==> src/common/ldc_pkg.sv <==
// constants shared by the led driver configuration store
package ldc_pkg;

	// ==========================================================
	// clock and counter sizing
	localparam int CLK_MHZ = 250;
	localparam int CNT_W = 22;
	localparam int ADDR_W = 6;
	localparam int MEM_BITS = 64;

	// ==========================================================
	// entry keys, sent msb first
	localparam logic [7:0] KEY_FIRST = 8'h29;
	localparam logic [7:0] KEY_SECOND = 8'h09;

	// ==========================================================
	// bit addresses of the six fields (lsb of each field)
	localparam logic [5:0] TRIM_ADDR = 6'h24;
	localparam logic [5:0] GATE_ADDR = 6'h28;
	localparam logic [5:0] BLANK_ADDR = 6'h32;
	localparam logic [5:0] SS_ADDR = 6'h34;
	localparam logic [5:0] OSC_ADDR = 6'h37;
	localparam logic [5:0] SLOPE_ADDR = 6'h38;
	// implemented locations; everything else is reserved
	localparam logic [63:0] CFG_MASK = 64'h0ffc_0ff0_0000_0000;
	// factory values: trim 0101, gate 0011, slope 0110, rest zero
	localparam logic [63:0] CFG_RESET = 64'h0600_0350_0000_0000;

	// ==========================================================
	// command byte layout: bit 7 selects write, bits 5..0 address
	localparam int CMD_WR_BIT = 7;
	localparam logic [2:0] SS_OFF_CODE = 3'h7;

	// ==========================================================
	// times in their own units and derived cycle counts
	localparam int PULSE_US = 10;
	localparam int PULSE_CYC = PULSE_US * CLK_MHZ;
	localparam int BIT1_MAX_US = 15;
	localparam int BIT1_MAX_CYC = BIT1_MAX_US * CLK_MHZ;
	localparam int BIT0_MIN_US = 60;
	localparam int BIT0_MIN_CYC = BIT0_MIN_US * CLK_MHZ;
	localparam int KEY_WIN_MS = 8;
	localparam int KEY_WIN_CYC = KEY_WIN_MS * 1000 * CLK_MHZ;
	localparam int FAULT_RETRY_MODE_MS = 8;
	localparam int FAULT_RETRY_MODE_CYC = FAULT_RETRY_MODE_MS * 1000 * CLK_MHZ;
	localparam int INT_OSC_KHZ = 125;
	localparam int INT_OSC_CYC = CLK_MHZ * 1000 / INT_OSC_KHZ;
	localparam int BLANK0_NS = 150;
	localparam int BLANK1_NS = 125;
	localparam int BLANK2_NS = 100;
	localparam int BLANK3_NS = 75;
	localparam int BLANK0_CYC = (BLANK0_NS * CLK_MHZ + 999) / 1000;
	localparam int BLANK1_CYC = (BLANK1_NS * CLK_MHZ + 999) / 1000;
	localparam int BLANK2_CYC = (BLANK2_NS * CLK_MHZ + 999) / 1000;
	localparam int BLANK3_CYC = (BLANK3_NS * CLK_MHZ + 999) / 1000;
	localparam int SS0_US = 4096;
	localparam int SS1_US = 2048;
	localparam int SS2_US = 1860;
	localparam int SS3_US = 1024;
	localparam int SS4_US = 768;
	localparam int SS5_US = 512;
	localparam int SS6_US = 256;
	localparam int SS0_CYC = SS0_US * CLK_MHZ;
	localparam int SS1_CYC = SS1_US * CLK_MHZ;
	localparam int SS2_CYC = SS2_US * CLK_MHZ;
	localparam int SS3_CYC = SS3_US * CLK_MHZ;
	localparam int SS4_CYC = SS4_US * CLK_MHZ;
	localparam int SS5_CYC = SS5_US * CLK_MHZ;
	localparam int SS6_CYC = SS6_US * CLK_MHZ;

	// ==========================================================
	// state types
	typedef enum logic [2:0] {
		SER_IDLE = 3'b000,
		SER_PULSE = 3'b001,
		SER_KEYS = 3'b010,
		SER_PROG = 3'b011,
		SER_LOCK = 3'b100
	} ldc_ser_t;

	typedef enum logic [1:0] {
		PH_CMD = 2'b00,
		PH_WDATA = 2'b01,
		PH_RSLOT = 2'b10
	} ldc_ph_t;

	typedef enum logic [2:0] {
		P_OFF = 3'b000,
		P_SOFT = 3'b001,
		P_RUN = 3'b010,
		P_OVP = 3'b011,
		P_FAULT_RETRY_MODE = 3'b100
	} ldc_pwr_t;

endpackage

==> src/ldc_cfg_mem.sv <==
// bit-addressed configuration store with registered read port
`timescale 1ns/1ps
`default_nettype none
module ldc_cfg_mem (
	// clock and reset
	input wire logic clk,
	input wire logic resetn,
	input wire logic ce,
	// write port
	input wire logic wr_en,
	input wire logic [5:0] wr_addr,
	input wire logic wr_bit,
	// read port
	input wire logic [5:0] rd_addr,
	output logic rd_bit,
	// whole image for the control logic
	output logic [63:0] cfg_bits
);
	logic [63:0] cfg_nxt;
	logic rd_nxt;

	// ==========================================================
	// storage: reserved locations never change and read as zero
	genvar gi;
	generate
		for (gi = 0; gi < ldc_pkg::MEM_BITS; gi++) begin : g_bit
			always_comb begin
				cfg_nxt[gi] = cfg_bits[gi];
				if (ldc_pkg::CFG_MASK[gi] && wr_en &&
				    wr_addr == 6'(gi)) begin
					cfg_nxt[gi] = wr_bit;
				end
			end
		end
	endgenerate

	always_comb begin
		rd_nxt = cfg_bits[rd_addr] & ldc_pkg::CFG_MASK[rd_addr];
	end

	// reset stands for the factory image, not for a power cycle
	always_ff @(posedge clk or negedge resetn) begin
		if (!resetn) begin
			cfg_bits <= ldc_pkg::CFG_RESET;
			rd_bit <= 1'b0;
		end else if (ce) begin
			cfg_bits <= cfg_nxt;
			rd_bit <= rd_nxt;
		end
	end
endmodule
`default_nettype wire

==> src/ldc_led_driver_cfg.sv <==
// led driver configuration store, single-wire slave and fault control
// Summary of operation
// - one low pulse on pin at enable
// - second key counts only after first
// - keys are 29h then 09h, msb first
// - window over: no access until power cycle
// - after window pin low only on faults
// - bits stored, accessed over single-wire slave
// - one bit per address, others reserved
// - trim code bits 24h-27h, 6.66mV steps
// - trim code factory default gives 133mV
// - gate code 28h-2Bh, default 0011
// - blanking code 32h-33h, 150 to 75ns
// - sense ignored during blanking each cycle
// - soft-start code 34h-36h, 111 disables
// - soft-start needs enable and supply good
// - osc select bit picks internal 125kHz
// - slope code per clock cycle with rt
// - slope code per microsecond otherwise
// - overvoltage stops all switching
// - overvoltage clear restarts soft-start
// - thermal off above 165C, on below 145C
`timescale 1ns/1ps
`default_nettype none
module ldc_led_driver_cfg #(
	parameter int BIT0_MIN_CYC = ldc_pkg::BIT0_MIN_CYC,
	parameter int KEY_WIN_CYC = ldc_pkg::KEY_WIN_CYC,
	parameter int FAULT_RETRY_MODE_CYC = ldc_pkg::FAULT_RETRY_MODE_CYC,
	parameter int SS0_CYC = ldc_pkg::SS0_CYC,
	parameter int SS1_CYC = ldc_pkg::SS1_CYC,
	parameter int SS2_CYC = ldc_pkg::SS2_CYC,
	parameter int SS3_CYC = ldc_pkg::SS3_CYC,
	parameter int SS4_CYC = ldc_pkg::SS4_CYC,
	parameter int SS5_CYC = ldc_pkg::SS5_CYC,
	parameter int SS6_CYC = ldc_pkg::SS6_CYC
) (
	// clock, reset, enable
	input wire logic clk,
	input wire logic resetn,
	input wire logic ce,
	// fault / programming pin, open drain
	input wire logic fault_i,
	output logic fault_o,
	output logic fault_oe_n,
	// supervisors and comparators
	input wire logic uv_enable_ok,
	input wire logic vcc_ok,
	input wire logic ov_cmp,
	input wire logic current_limit_comparator_cmp,
	input wire logic fault_retry_mode_cmp,
	input wire logic temp_hot,
	input wire logic temp_cool,
	// oscillator sources
	input wire logic ext_cycle_start,
	input wire logic ext_sync_present,
	input wire logic rt_osc_running,
	// configuration outputs
	output logic [3:0] current_trim_code,
	output logic [3:0] gate_supply_code,
	output logic internal_osc_select,
	output logic [3:0] slope_code,
	output logic slope_per_us,
	// converter control
	output logic cycle_start,
	output logic cs_blank,
	output logic oc_trip,
	output logic pwm_enable,
	output logic softstart_active,
	output logic thermal_off,
	output logic prog_mode
);
	// ==========================================================
	// declarations
	ldc_pkg::ldc_ser_t ser_r, ser_nxt;
	ldc_pkg::ldc_ph_t ph_r, ph_nxt;
	ldc_pkg::ldc_pwr_t pwr_r, pwr_nxt;
	logic [ldc_pkg::CNT_W-1:0] tmr_r, tmr_nxt, low_r, low_nxt;
	logic [ldc_pkg::CNT_W-1:0] hold_r, hold_nxt, pcnt_r, pcnt_nxt;
	logic [ldc_pkg::CNT_W-1:0] ss_len;
	logic [7:0] shift_r, shift_nxt, cmd_r, cmd_nxt, byte_in;
	logic [2:0] nbits_r, nbits_nxt;
	logic key1_r, key1_nxt, busy_r, busy_nxt;
	logic line_prev_r, en_prev_r, drive_nxt, prog_nxt;
	logic bit_ok, bit_val, wr_en, rd_bit, line_rise, line_fall;
	logic [63:0] cfg;
	logic [2:0] ss_code;
	logic [1:0] blank_code;
	logic [11:0] osc_r, osc_nxt;
	logic [5:0] blank_r, blank_nxt, blank_len;
	logic cyc_nxt, blank_out_nxt, oc_nxt, hic_ev, run_ok, therm_nxt;
	logic start_ss;

	assign ss_code = cfg[ldc_pkg::SS_ADDR +: 3];
	assign blank_code = cfg[ldc_pkg::BLANK_ADDR +: 2];

	// ==========================================================
	// configuration store
	ldc_cfg_mem u_mem (
		.clk(clk),
		.resetn(resetn),
		.ce(ce),
		.wr_en(wr_en),
		.wr_addr(cmd_r[5:0]),
		.wr_bit(bit_val),
		.rd_addr(cmd_r[5:0]),
		.rd_bit(rd_bit),
		.cfg_bits(cfg)
	);

	// ==========================================================
	// single-wire slave and programming window
	always_comb begin
		ser_nxt = ser_r;
		ph_nxt = ph_r;
		tmr_nxt = tmr_r;
		low_nxt = low_r;
		hold_nxt = hold_r;
		shift_nxt = shift_r;
		cmd_nxt = cmd_r;
		nbits_nxt = nbits_r;
		key1_nxt = key1_r;
		busy_nxt = busy_r;
		drive_nxt = 1'b0;
		wr_en = 1'b0;
		bit_ok = 1'b0;
		bit_val = 1'b0;
		line_fall = line_prev_r & ~fault_i;
		line_rise = ~line_prev_r & fault_i;
		// a slot is classified by its low time when the line releases;
		// our own window pulse must not be taken for a host slot
		if (!fault_i && !busy_r && fault_oe_n && low_r != '1) begin
			low_nxt = low_r + 1'b1;
		end
		if (line_rise) begin
			low_nxt = '0;
			if (!busy_r && low_r != '0 &&
			    low_r <= ldc_pkg::CNT_W'(ldc_pkg::BIT1_MAX_CYC)) begin
				bit_ok = 1'b1;
				bit_val = 1'b1;
			end else if (!busy_r &&
			             low_r >= ldc_pkg::CNT_W'(BIT0_MIN_CYC)) begin
				bit_ok = 1'b1;
			end
			if (hold_r == '0) begin
				busy_nxt = 1'b0;
			end
		end
		byte_in = {shift_r[6:0], bit_val};
		// device-driven zero of a read slot
		if (hold_r != '0) begin
			hold_nxt = hold_r - 1'b1;
			drive_nxt = (hold_r != 1);
		end
		case (ser_r)
		ldc_pkg::SER_IDLE: begin
			if (uv_enable_ok && !en_prev_r) begin
				ser_nxt = ldc_pkg::SER_PULSE;
				tmr_nxt = '0;
			end
		end
		ldc_pkg::SER_PULSE: begin
			drive_nxt = (tmr_r != ldc_pkg::CNT_W'(ldc_pkg::PULSE_CYC - 1));
			tmr_nxt = tmr_r + 1'b1;
			if (tmr_r == ldc_pkg::CNT_W'(ldc_pkg::PULSE_CYC - 1)) begin
				ser_nxt = ldc_pkg::SER_KEYS;
				tmr_nxt = '0;
				nbits_nxt = '0;
				key1_nxt = 1'b0;
			end
		end
		ldc_pkg::SER_KEYS: begin
			tmr_nxt = tmr_r + 1'b1;
			if (tmr_r == ldc_pkg::CNT_W'(KEY_WIN_CYC - 1) ||
			    !uv_enable_ok) begin
				ser_nxt = ldc_pkg::SER_LOCK;
			end else if (bit_ok) begin
				shift_nxt = byte_in;
				nbits_nxt = nbits_r + 1'b1;
				if (nbits_r == 3'h7) begin
					if (key1_r && byte_in == ldc_pkg::KEY_SECOND) begin
						ser_nxt = ldc_pkg::SER_PROG;
						ph_nxt = ldc_pkg::PH_CMD;
					end else begin
						key1_nxt = (byte_in == ldc_pkg::KEY_FIRST);
					end
				end
			end
		end
		ldc_pkg::SER_PROG: begin
			if (!uv_enable_ok) begin
				ser_nxt = ldc_pkg::SER_LOCK;
			end else begin
				case (ph_r)
				ldc_pkg::PH_CMD: begin
					if (bit_ok) begin
						shift_nxt = byte_in;
						nbits_nxt = nbits_r + 1'b1;
						if (nbits_r == 3'h7) begin
							cmd_nxt = byte_in;
							ph_nxt = byte_in[ldc_pkg::CMD_WR_BIT] ?
							         ldc_pkg::PH_WDATA : ldc_pkg::PH_RSLOT;
						end
					end
				end
				ldc_pkg::PH_WDATA: begin
					if (bit_ok) begin
						wr_en = 1'b1;
						ph_nxt = ldc_pkg::PH_CMD;
					end
				end
				ldc_pkg::PH_RSLOT: begin
					if (line_fall) begin
						busy_nxt = 1'b1;
						ph_nxt = ldc_pkg::PH_CMD;
						if (!rd_bit) begin
							hold_nxt = ldc_pkg::CNT_W'(BIT0_MIN_CYC);
							drive_nxt = 1'b1;
						end
					end
				end
				default: ph_nxt = ldc_pkg::PH_CMD;
				endcase
			end
		end
		ldc_pkg::SER_LOCK: begin
			drive_nxt = ov_cmp | oc_trip | ~uv_enable_ok |
			            (pwr_r == ldc_pkg::P_FAULT_RETRY_MODE);
		end
		default: ser_nxt = ldc_pkg::SER_IDLE;
		endcase
		prog_nxt = (ser_nxt == ldc_pkg::SER_PROG);
	end

	always_ff @(posedge clk or negedge resetn) begin
		if (!resetn) begin
			ser_r <= ldc_pkg::SER_IDLE;
			ph_r <= ldc_pkg::PH_CMD;
			tmr_r <= '0;
			low_r <= '0;
			hold_r <= '0;
			shift_r <= 8'h00;
			cmd_r <= 8'h00;
			nbits_r <= 3'h0;
			key1_r <= 1'b0;
			busy_r <= 1'b0;
			line_prev_r <= 1'b1;
			en_prev_r <= 1'b0;
			fault_oe_n <= 1'b1;
			fault_o <= 1'b0;
			prog_mode <= 1'b0;
		end else if (ce) begin
			ser_r <= ser_nxt;
			ph_r <= ph_nxt;
			tmr_r <= tmr_nxt;
			low_r <= low_nxt;
			hold_r <= hold_nxt;
			shift_r <= shift_nxt;
			cmd_r <= cmd_nxt;
			nbits_r <= nbits_nxt;
			key1_r <= key1_nxt;
			busy_r <= busy_nxt;
			line_prev_r <= fault_i;
			en_prev_r <= uv_enable_ok;
			fault_oe_n <= ~drive_nxt;
			fault_o <= 1'b0;
			prog_mode <= prog_nxt;
		end
	end

	// ==========================================================
	// switching cycle, blanking, protection and soft-start
	always_comb begin
		case (blank_code)
		2'b00: blank_len = 6'(ldc_pkg::BLANK0_CYC);
		2'b01: blank_len = 6'(ldc_pkg::BLANK1_CYC);
		2'b10: blank_len = 6'(ldc_pkg::BLANK2_CYC);
		default: blank_len = 6'(ldc_pkg::BLANK3_CYC);
		endcase
		case (ss_code)
		3'h0: ss_len = ldc_pkg::CNT_W'(SS0_CYC);
		3'h1: ss_len = ldc_pkg::CNT_W'(SS1_CYC);
		3'h2: ss_len = ldc_pkg::CNT_W'(SS2_CYC);
		3'h3: ss_len = ldc_pkg::CNT_W'(SS3_CYC);
		3'h4: ss_len = ldc_pkg::CNT_W'(SS4_CYC);
		3'h5: ss_len = ldc_pkg::CNT_W'(SS5_CYC);
		default: ss_len = ldc_pkg::CNT_W'(SS6_CYC);
		endcase
		// free-running internal oscillator; only used when selected
		osc_nxt = (osc_r == 12'(ldc_pkg::INT_OSC_CYC - 1)) ? 12'h000 :
		          osc_r + 12'h001;
		cyc_nxt = cfg[ldc_pkg::OSC_ADDR] ? (osc_r == 12'h000) :
		          ext_cycle_start;
		blank_nxt = cycle_start ? blank_len :
		            (blank_r != 6'h00 ? blank_r - 6'h01 : 6'h00);
		blank_out_nxt = (blank_nxt != 6'h00);
		oc_nxt = current_limit_comparator_cmp & ~cs_blank & pwm_enable;
		hic_ev = fault_retry_mode_cmp & ~cs_blank & pwm_enable;
		therm_nxt = temp_hot | (thermal_off & ~temp_cool);
		run_ok = uv_enable_ok & vcc_ok & ~thermal_off;
		start_ss = 1'b0;
		pwr_nxt = pwr_r;
		pcnt_nxt = pcnt_r + 1'b1;
		case (pwr_r)
		ldc_pkg::P_OFF: start_ss = run_ok & ~ov_cmp;
		ldc_pkg::P_SOFT: begin
			if (pcnt_r >= ss_len - 1'b1) begin
				pwr_nxt = ldc_pkg::P_RUN;
			end
		end
		ldc_pkg::P_RUN: pwr_nxt = ldc_pkg::P_RUN;
		ldc_pkg::P_OVP: start_ss = ~ov_cmp;
		ldc_pkg::P_FAULT_RETRY_MODE: begin
			start_ss = (pcnt_r == ldc_pkg::CNT_W'(FAULT_RETRY_MODE_CYC - 1));
		end
		default: pwr_nxt = ldc_pkg::P_OFF;
		endcase
		if (start_ss) begin
			pcnt_nxt = '0;
			pwr_nxt = (ss_code == ldc_pkg::SS_OFF_CODE) ?
			          ldc_pkg::P_RUN : ldc_pkg::P_SOFT;
		end
		if ((pwr_r == ldc_pkg::P_SOFT || pwr_r == ldc_pkg::P_RUN) &&
		    hic_ev) begin
			pwr_nxt = ldc_pkg::P_FAULT_RETRY_MODE;
			pcnt_nxt = '0;
		end
		if (pwr_r != ldc_pkg::P_OFF && ov_cmp) begin
			pwr_nxt = ldc_pkg::P_OVP;
		end
		if (!run_ok) begin
			pwr_nxt = ldc_pkg::P_OFF;
		end
	end

	always_ff @(posedge clk or negedge resetn) begin
		if (!resetn) begin
			pwr_r <= ldc_pkg::P_OFF;
			pcnt_r <= '0;
			osc_r <= 12'h000;
			blank_r <= 6'h00;
			cycle_start <= 1'b0;
			cs_blank <= 1'b0;
			oc_trip <= 1'b0;
			thermal_off <= 1'b0;
			pwm_enable <= 1'b0;
			softstart_active <= 1'b0;
		end else if (ce) begin
			pwr_r <= pwr_nxt;
			pcnt_r <= pcnt_nxt;
			osc_r <= osc_nxt;
			blank_r <= blank_nxt;
			cycle_start <= cyc_nxt;
			cs_blank <= blank_out_nxt;
			oc_trip <= oc_nxt;
			thermal_off <= therm_nxt;
			pwm_enable <= (pwr_nxt == ldc_pkg::P_SOFT) |
			              (pwr_nxt == ldc_pkg::P_RUN);
			softstart_active <= (pwr_nxt == ldc_pkg::P_SOFT);
		end
	end

	// ==========================================================
	// configuration fields out of flops
	always_ff @(posedge clk or negedge resetn) begin
		if (!resetn) begin
			current_trim_code <= ldc_pkg::CFG_RESET[ldc_pkg::TRIM_ADDR +: 4];
			gate_supply_code <= ldc_pkg::CFG_RESET[ldc_pkg::GATE_ADDR +: 4];
			internal_osc_select <= ldc_pkg::CFG_RESET[ldc_pkg::OSC_ADDR];
			slope_code <= ldc_pkg::CFG_RESET[ldc_pkg::SLOPE_ADDR +: 4];
			slope_per_us <= 1'b0;
		end else if (ce) begin
			current_trim_code <= cfg[ldc_pkg::TRIM_ADDR +: 4];
			gate_supply_code <= cfg[ldc_pkg::GATE_ADDR +: 4];
			internal_osc_select <= cfg[ldc_pkg::OSC_ADDR];
			slope_code <= cfg[ldc_pkg::SLOPE_ADDR +: 4];
			slope_per_us <= cfg[ldc_pkg::OSC_ADDR] |
			                ext_sync_present | ~rt_osc_running;
		end
	end
endmodule
`default_nettype wire

==> config.mk <==
export PLATFORM = sky130hd
export DESIGN_NAME = ldc_led_driver_cfg
export DESIGN_NICKNAME = d
export VERILOG_FILES = /design/src/common/ldc_pkg.sv /design/src/ldc_cfg_mem.sv /design/src/ldc_led_driver_cfg.sv
export SDC_FILE = /design/constraint.sdc
export NUM_CORES = 1
export LEC_CHECK = 0
export BUFFER_PORTS_ARGS = -buffer_cell sky130_fd_sc_hd__buf_2
export CORE_ASPECT_RATIO = 0.6
export CORE_MARGIN = 3
export CORE_UTILIZATION = 57
export CTS_CLUSTER_DIAMETER = 60
export DETAILED_ROUTE_END_ITERATION = 7
export GPL_TIMING_DRIVEN = 1
export PLACE_DENSITY = 0.77
export SYNTH_ARGS = -nofsm -noshare
export SYNTH_HDL_FRONTEND = slang
export SYNTH_SLANG_ARGS = --single-unit
==> constraint.sdc <==
create_clock -name clk -period 2.6 [get_ports clk]
set_input_delay 0.26 -clock clk [delete_from_list [all_inputs] [get_ports clk]]
set_output_delay 0.26 -clock clk [all_outputs]
set_load 0.02 [all_outputs]
* After elaboration in Yosys (flattened, before gate mapping)
Memories as Yosys holds them, arrays and structs flattened.
Index checks and enable logic that the tools add are counted.
** Storage, ports and cells
- Output and inout port bits :: 23
- Memories kept :: 1
- Bits of input ports :: 14
- Bits in registers :: 176
- Bits in read-only memories :: 64
** Cells by class
- Magnitude comparators :: 4
- Eq/ne operators :: 62
- Add/subtract/negate cells :: 8
- Mux-type cells :: 88
- Bitwise logic cells :: 27
- Reduce and logical (&&, ||, !) cells :: 77
** Memories
- (name not given) :: depth 64, width 1, read ports 1, clocked after Yosys merged registers in 0, write ports 0, RTL line ldc_cfg_mem.sv:38 : rd_nxt = cfg_bits[rd_addr] & ldc_pkg::CFG_MASK[rd_addr];
** Operator list (number)
- $mux W22 :: 12
- $pmux W20 S6 :: 1
- $eq A6 B6 Y1 const B :: 18
- $add A22 B1 Y22 const B :: 3
- $pmux W22 S3 :: 1
- $mux W3 :: 17
- $eq A22 B21 Y1 const B :: 2
- $reduce_bool A22 Y1 :: 2
- $sub A22 B1 Y22 const B :: 2
- $reduce_and A2 Y1 :: 19
- $mux W8 :: 4
- $logic_and A1 B1 Y1 :: 28
- $mux W1 :: 28
- $eq A3 B2 Y1 const B :: 8
- $eq A22 B12 Y1 const B :: 1
- $ge A22 B14 Y1 const B :: 1
- $ge A22 B22 Y1 :: 1
- $le A22 B12 Y1 const B :: 1
- $logic_not A22 Y1 :: 1
- $mux W2 :: 11
- $ne A22 B1 Y1 const B :: 1
- $ne A22 B12 Y1 const B :: 1
- $ne A22 B22 Y1 const B :: 1
- $eq A3 B3 Y1 const B :: 6
- other kinds (41) :: 96

* Logic depth before layout (Yosys ltp)
- Word-level depth :: 13
- Depth in mapped cells :: 12

* Hierarchy
A second synthesis with hierarchy kept.
** Second synthesis, totals
- Cells, all modules :: 1081
- Area total of the unflattened synthesis :: 10267.3 sq um
** Modules (own cells, without submodules)
- ldc_led_driver_cfg :: times used 1, sequential area each 3913.8 sq um, area each 8829.7 sq um, cells each 946
- ldc_cfg_mem :: times used 1, sequential area each 483.0 sq um, area each 1437.6 sq um, cells each 135

* Worst setup path after synthesis
No wires, ideal clock.
- Kind :: register to register
- Start point :: register tmr_r[10] (netlist bit)
- End point :: register tmr_r[10] (netlist bit)
- Cell stages (with the launch flop) :: 9
- Arrival :: 2.495 ns
- Path buffers :: 1
- Library setup time :: 0.121 ns
- Period minus slack after synthesis :: 2.616 ns
- Required time :: 2.479 ns
- Setup slack :: -0.016 ns
- Path through :: dfrtp_1 or4_1 or4_1 o31ai_1 mux2_2 nor2_1 nor2_2 buf_2 nor2_1
** Between the ends
- Cells in the longest elaborated chain, start to end :: 3
- Elaborated cells on any way between the ends :: 4
- Classes of those cells :: add/sub: 1; eq/ne: 1; mux: 2
** RTL lines
- start: declaration :: RTL line ldc_led_driver_cfg.sv:77 : logic [ldc_pkg::CNT_W-1:0] tmr_r, tmr_nxt, low_r, low_nxt;
- start signal: assignment :: RTL line ldc_led_driver_cfg.sv:254 : tmr_r <= tmr_nxt;
- $add A22 B1 Y22 / $eq A22 B12 Y1 (equally long branches) :: RTL line ldc_led_driver_cfg.sv:163, ldc_led_driver_cfg.sv:172, ldc_led_driver_cfg.sv:164
- $mux W22 :: RTL line ldc_led_driver_cfg.sv:164 : if (tmr_r == ldc_pkg::CNT_W'(ldc_pkg::PULSE_CYC - 1)) begin
- $pmux W22 S3 * :: RTL line ldc_led_driver_cfg.sv:154 : case (ser_r)
Every way passes the cells marked *; elsewhere a longest branch is shown, timed or not.
A chain may end at the register's enable or synchronous reset.

* Worst setup path in the final report
- Start point :: register low_r[3] (netlist bit)
- End point :: register u_mem.cfg_bits[57]
** Between the ends
- Cells in the longest elaborated chain, start to end :: 11
- Elaborated cells on any way between the ends :: 17
- Classes of those cells :: order compare: 2; mux: 9; reduce/logical: 6
** RTL lines
- start: declaration :: RTL line ldc_led_driver_cfg.sv:77
- start signal: assignment :: RTL line ldc_led_driver_cfg.sv:255 : low_r <= low_nxt;
- $ge A22 B14 Y1 / $reduce_bool A22 Y1 (equally long branches) :: RTL line ldc_led_driver_cfg.sv:141, ldc_led_driver_cfg.sv:136
- $logic_and A1 B1 Y1, on equally long branches :: RTL line ldc_led_driver_cfg.sv:140, ldc_led_driver_cfg.sv:136
- $mux W1 / $logic_and A1 B1 Y1 (equally long branches) :: RTL line ldc_led_driver_cfg.sv:140, ldc_led_driver_cfg.sv:136
- $mux W1 :: RTL line ldc_led_driver_cfg.sv:136 : if (!busy_r && low_r != '0 &&
- $mux W1 :: RTL line ldc_led_driver_cfg.sv:134 : if (line_rise) begin
- $mux W1 :: RTL line ldc_led_driver_cfg.sv:206 : if (bit_ok) begin
- $mux W1 :: RTL line ldc_led_driver_cfg.sv:193 : case (ph_r)
- $mux W1 :: RTL line ldc_led_driver_cfg.sv:190 : if (!uv_enable_ok) begin
- $mux W1 :: RTL line ldc_led_driver_cfg.sv:154
- $logic_and A1 B1 Y1 :: RTL line ldc_cfg_mem.sv:29 : if (ldc_pkg::CFG_MASK[gi] && wr_en &&
- $reduce_and A2 Y1 (no line)
- end signal: assignment :: RTL line ldc_cfg_mem.sv:44 : cfg_bits <= ldc_pkg::CFG_RESET;
- end signal: assignment :: RTL line ldc_cfg_mem.sv:47 : cfg_bits <= cfg_nxt;
- end: declaration :: RTL line ldc_cfg_mem.sv:17 : output logic [63:0] cfg_bits
Several ways; a longest one is shown, not always the timed one.

==> out/qor.csv <==
metric,value,unit
holdCritPathClass,input pin to flip-flop,
die_area,19100,sq um
critPathLaunch,low_r[3]$_DFFE_PN0P_,
firstDrtPassIters,5,
finalWorstSetupSlack,0.0322,ns
leakagePower,5.33,nW
rsz0062_at_grt,true,
path_class,flip-flop to flip-flop,
grt_pass1_wl,40.6,mm
synthMuxAreaShare,6.70,%
synth_edf_count,0,
grt_max_degree,65,
final_util,70.6,%
grt_usage,26.6,%
synth_area_leader_cell,dfrtp_1,
grt_pass1_vias,7838,
coreArea,16600,sq um
wl_per_cell,17.4,um
worst-path-max-fanout,7,
num_rows,36,
startpoint_type,flip-flop,
power,7.21,mW
synth_fa_ha_area_share,4.54,%
crit_path_end,u_mem.cfg_bits[57]$_DFFE_PN1P_,
io_pins,37,
final_cell_mix,"dfrtp_1, nand2_1, nor2_1, buf_4, o21ai_0",
root_buffer,clkbuf_16,
clock_path_buffers,2,
place_ws,-0.0563,ns
gp_congestion,0.846,
fin_crit_sh,98.8,%
synth_top_area_share,40.6,%
max_freq,0.389,GHz
ant_nets,0,
worst_setup_path_end_kind,flip-flop,
worstMarginPinSlew,0.779,ns
setup_viol,0,
synth-main-ff-cell,dfrtp_1,
route.detailed.drc,0,
cts_tree,done,
die_width,176,um
synth_area,9910,sq um
routed_wl,24.4,mm
synth_warnings,0,
start_util,59.6,%
avgSynthCellArea,9.34,sq um
synth_compound_area_share,12.1,%
dpl.hpwl,16.7,mm
grt.overflow.total,0,
synth-xor-area-share,5.30,%
nets,1214,
cts_made_buffers,17,
relSlewSlack,47.6,%
async_flop_share,100,%
crit_arrival,2.93,ns
rr_endpoint,u_mem.cfg_bits[57]$_DFFE_PN1P_,
clk_latency,0.44,ns
netlist_instances,1061,
post_drt_via_cell_ratio,5.93,
io_buffers,35,
netlist_top_cells_area,"dfrtp_1, mux2_2, ha_1, nand2_1, nor2_1",
vias,8335,
cts-htree-levels,4,
layout_min_cycle_time,2.57,ns
antennaDiodeCount,0,
p_per_area,615,nW/um^2
reg2reg_depth,10,
irDropWorstVdd,0.532,mV
synth_top_family_by_area,simple AND/OR/NAND/NOR gates,
worst_r2r_startpoint,low_r[3]$_DFFE_PN0P_,
syn-num-nets,1111,
layout_commonest_cell,dfrtp_1,
status,"complete, no violations",
drv_cap,0,
drt_iter0_markers,802,
hold_violations,0,
ys_types,63,
crit_required,2.96,ns
cts_num_sinks,175,
die_h,108,um
path_clk_slew,0.07,ns
ys_ff_latch,175,
ys_seq_area_share,44.4,%
yosys.area_share.simple,23.8,%
syn_to_final_growth,18.3,%
slew_violations,0,
rrSetupSlack,0.03,ns
fin_skew,0.0134,ns
antenna_found_initial,0,
drive_above_1_share,23.0,%
==> worst min path at each step <==
stage | startpoint | to | slack, ns | cells past startpoint
CTS | temp_hot | thermal_off$_DFFE_PN0P_ | 0.04 | 2
finish | temp_hot | thermal_off$_DFFE_PN0P_ | 0.05 | 2
global route | temp_hot | thermal_off$_DFFE_PN0P_ | 0.05 | 2
detailed placement | resetn | osc_r[11]$_DFFE_PN0P_ | 0.27 | 1
floorplan | resetn | blank_r[0]$_DFFE_PN0P_ | -0.04 | 0
global placement | resetn | osc_r[11]$_DFFE_PN0P_ | 0.27 | 1
==> cells in the mapped netlist, types with 7 or more instances <==
cell type / instances
or4_1: 12
or3_1: 9
nand3_1: 49
and4_1: 7
o21ai_0: 72
o2bb2ai_1: 8
nand2b_1: 11
dfstp_2: 14
nor2_1: 116
xnor2_1: 29
ha_1: 36
inv_1: 37
clkbuf_1: 37
mux2_2: 43
dfrtp_1: 161
nand2_1: 116
and3_1: 27
o31ai_1: 13
nor4_1: 22
a21o_1: 7
a21oi_1: 27
o211ai_1: 7
a211oi_1: 7
nor3_1: 32
nand4_1: 25
o41ai_1: 7
nor2b_1: 7
xor2_1: 31
mux2i_1: 9
==> cell families (layout without fill, tap and decap cells) <==
group                    after synthesis  in the layout
adder cells (fa/ha/maj)               36             36
other                                  1              1
buffers and inverters                 80            196
AND/OR/NAND/NOR                      468            468
multiplexers                          56             56
AO/OA/AOI/OAI                        185            185
XOR/XNOR                              60             60
flip-flops                           175            175
==> routing by layer <==
layer  track usage [%]  routed length [um]  vias up  share of wire [%]
met5                 0                   0        -                  0
li1                  -                   -     4013                  -
met3              5.51                1410       28                5.8
met1              41.5               12300     4046                 50
met4              7.23                 371        0                1.5
met2              37.4               10300      248                 42
==> through the flow <==
step | hold WS [ns] | cell area [sq um] | cells | setup TNS (ns)
global route | 0.0524 | 11700 | 1405 | -0.354
floorplan | -0.0356 | 9920 | 1061 | 0
detailed placement | 0.269 | 10900 | 1361 | -0.160
CTS | 0.0368 | 11500 | 1396 | 0
global placement | 0.270 | 10900 | 1361 | 0
finish | 0.0517 | 11700 | 1405 | 0
==> worst max-delay path, cell delays in order (launching register included) <==
cell and delay, ns:
dfrtp_1 0.40, nor4_2 0.32, buf_4 0.18, a21oi_1 0.09, a211o_1 0.37, a21oi_2 0.14
buf_4 0.17, nand3_1 0.13, buf_4 0.19, nor3_2 0.15, mux2_2 0.36
==> layout make-up <==
type,instances,area [sq um]
inverter,37,139
fill,1224,4890
sequential,175,4400
timing repair buffer,127,938
clock inverter,9,85.1
clock buffer,23,488
multi-input combinational,806,5390
tap,228,285
==> timing repair <==
| item | 4_1_cts | 5_1_grt |
|---|---|---|
| cloned | 0 | 0 |
| setup endpoints to repair | 4 | 56 |
| hold buffers | 2 | 0 |
| buffers inserted | 1 | 10 |
| pin swaps | 4 | 19 |
| resized for setup | 12 | 36 |
| endpoints found under the hold margin | 47 | 0 |
==> where the power goes <==
| group | internal (mW) | total (mW) | switching, mW | leakage (nW) |
|---|---|---|---|---|
| clock network | 1.42 | 2.52 | 1.10 | 0.287 |
| logic | 0.597 | 1.34 | 0.743 | 2.77 |
| registers | 3.02 | 3.35 | 0.327 | 2.27 |
==> state kept, by name, summed over array words and instances, names as in the netlist, 2 cells and up <==
name               count
tmr_r                 22
low_r                 22
ph_r                   2
blank_r                6
hold_r                22
pcnt_r                22
current_trim_code      4
osc_r                 12
nbits_r                3
pwr_r                  3
u_mem.cfg_bits        18
shift_r                7
slope_code             4
gate_supply_code       4
ser_r                  3
cmd_r                  6
Power figures use the tool's default switching activity.
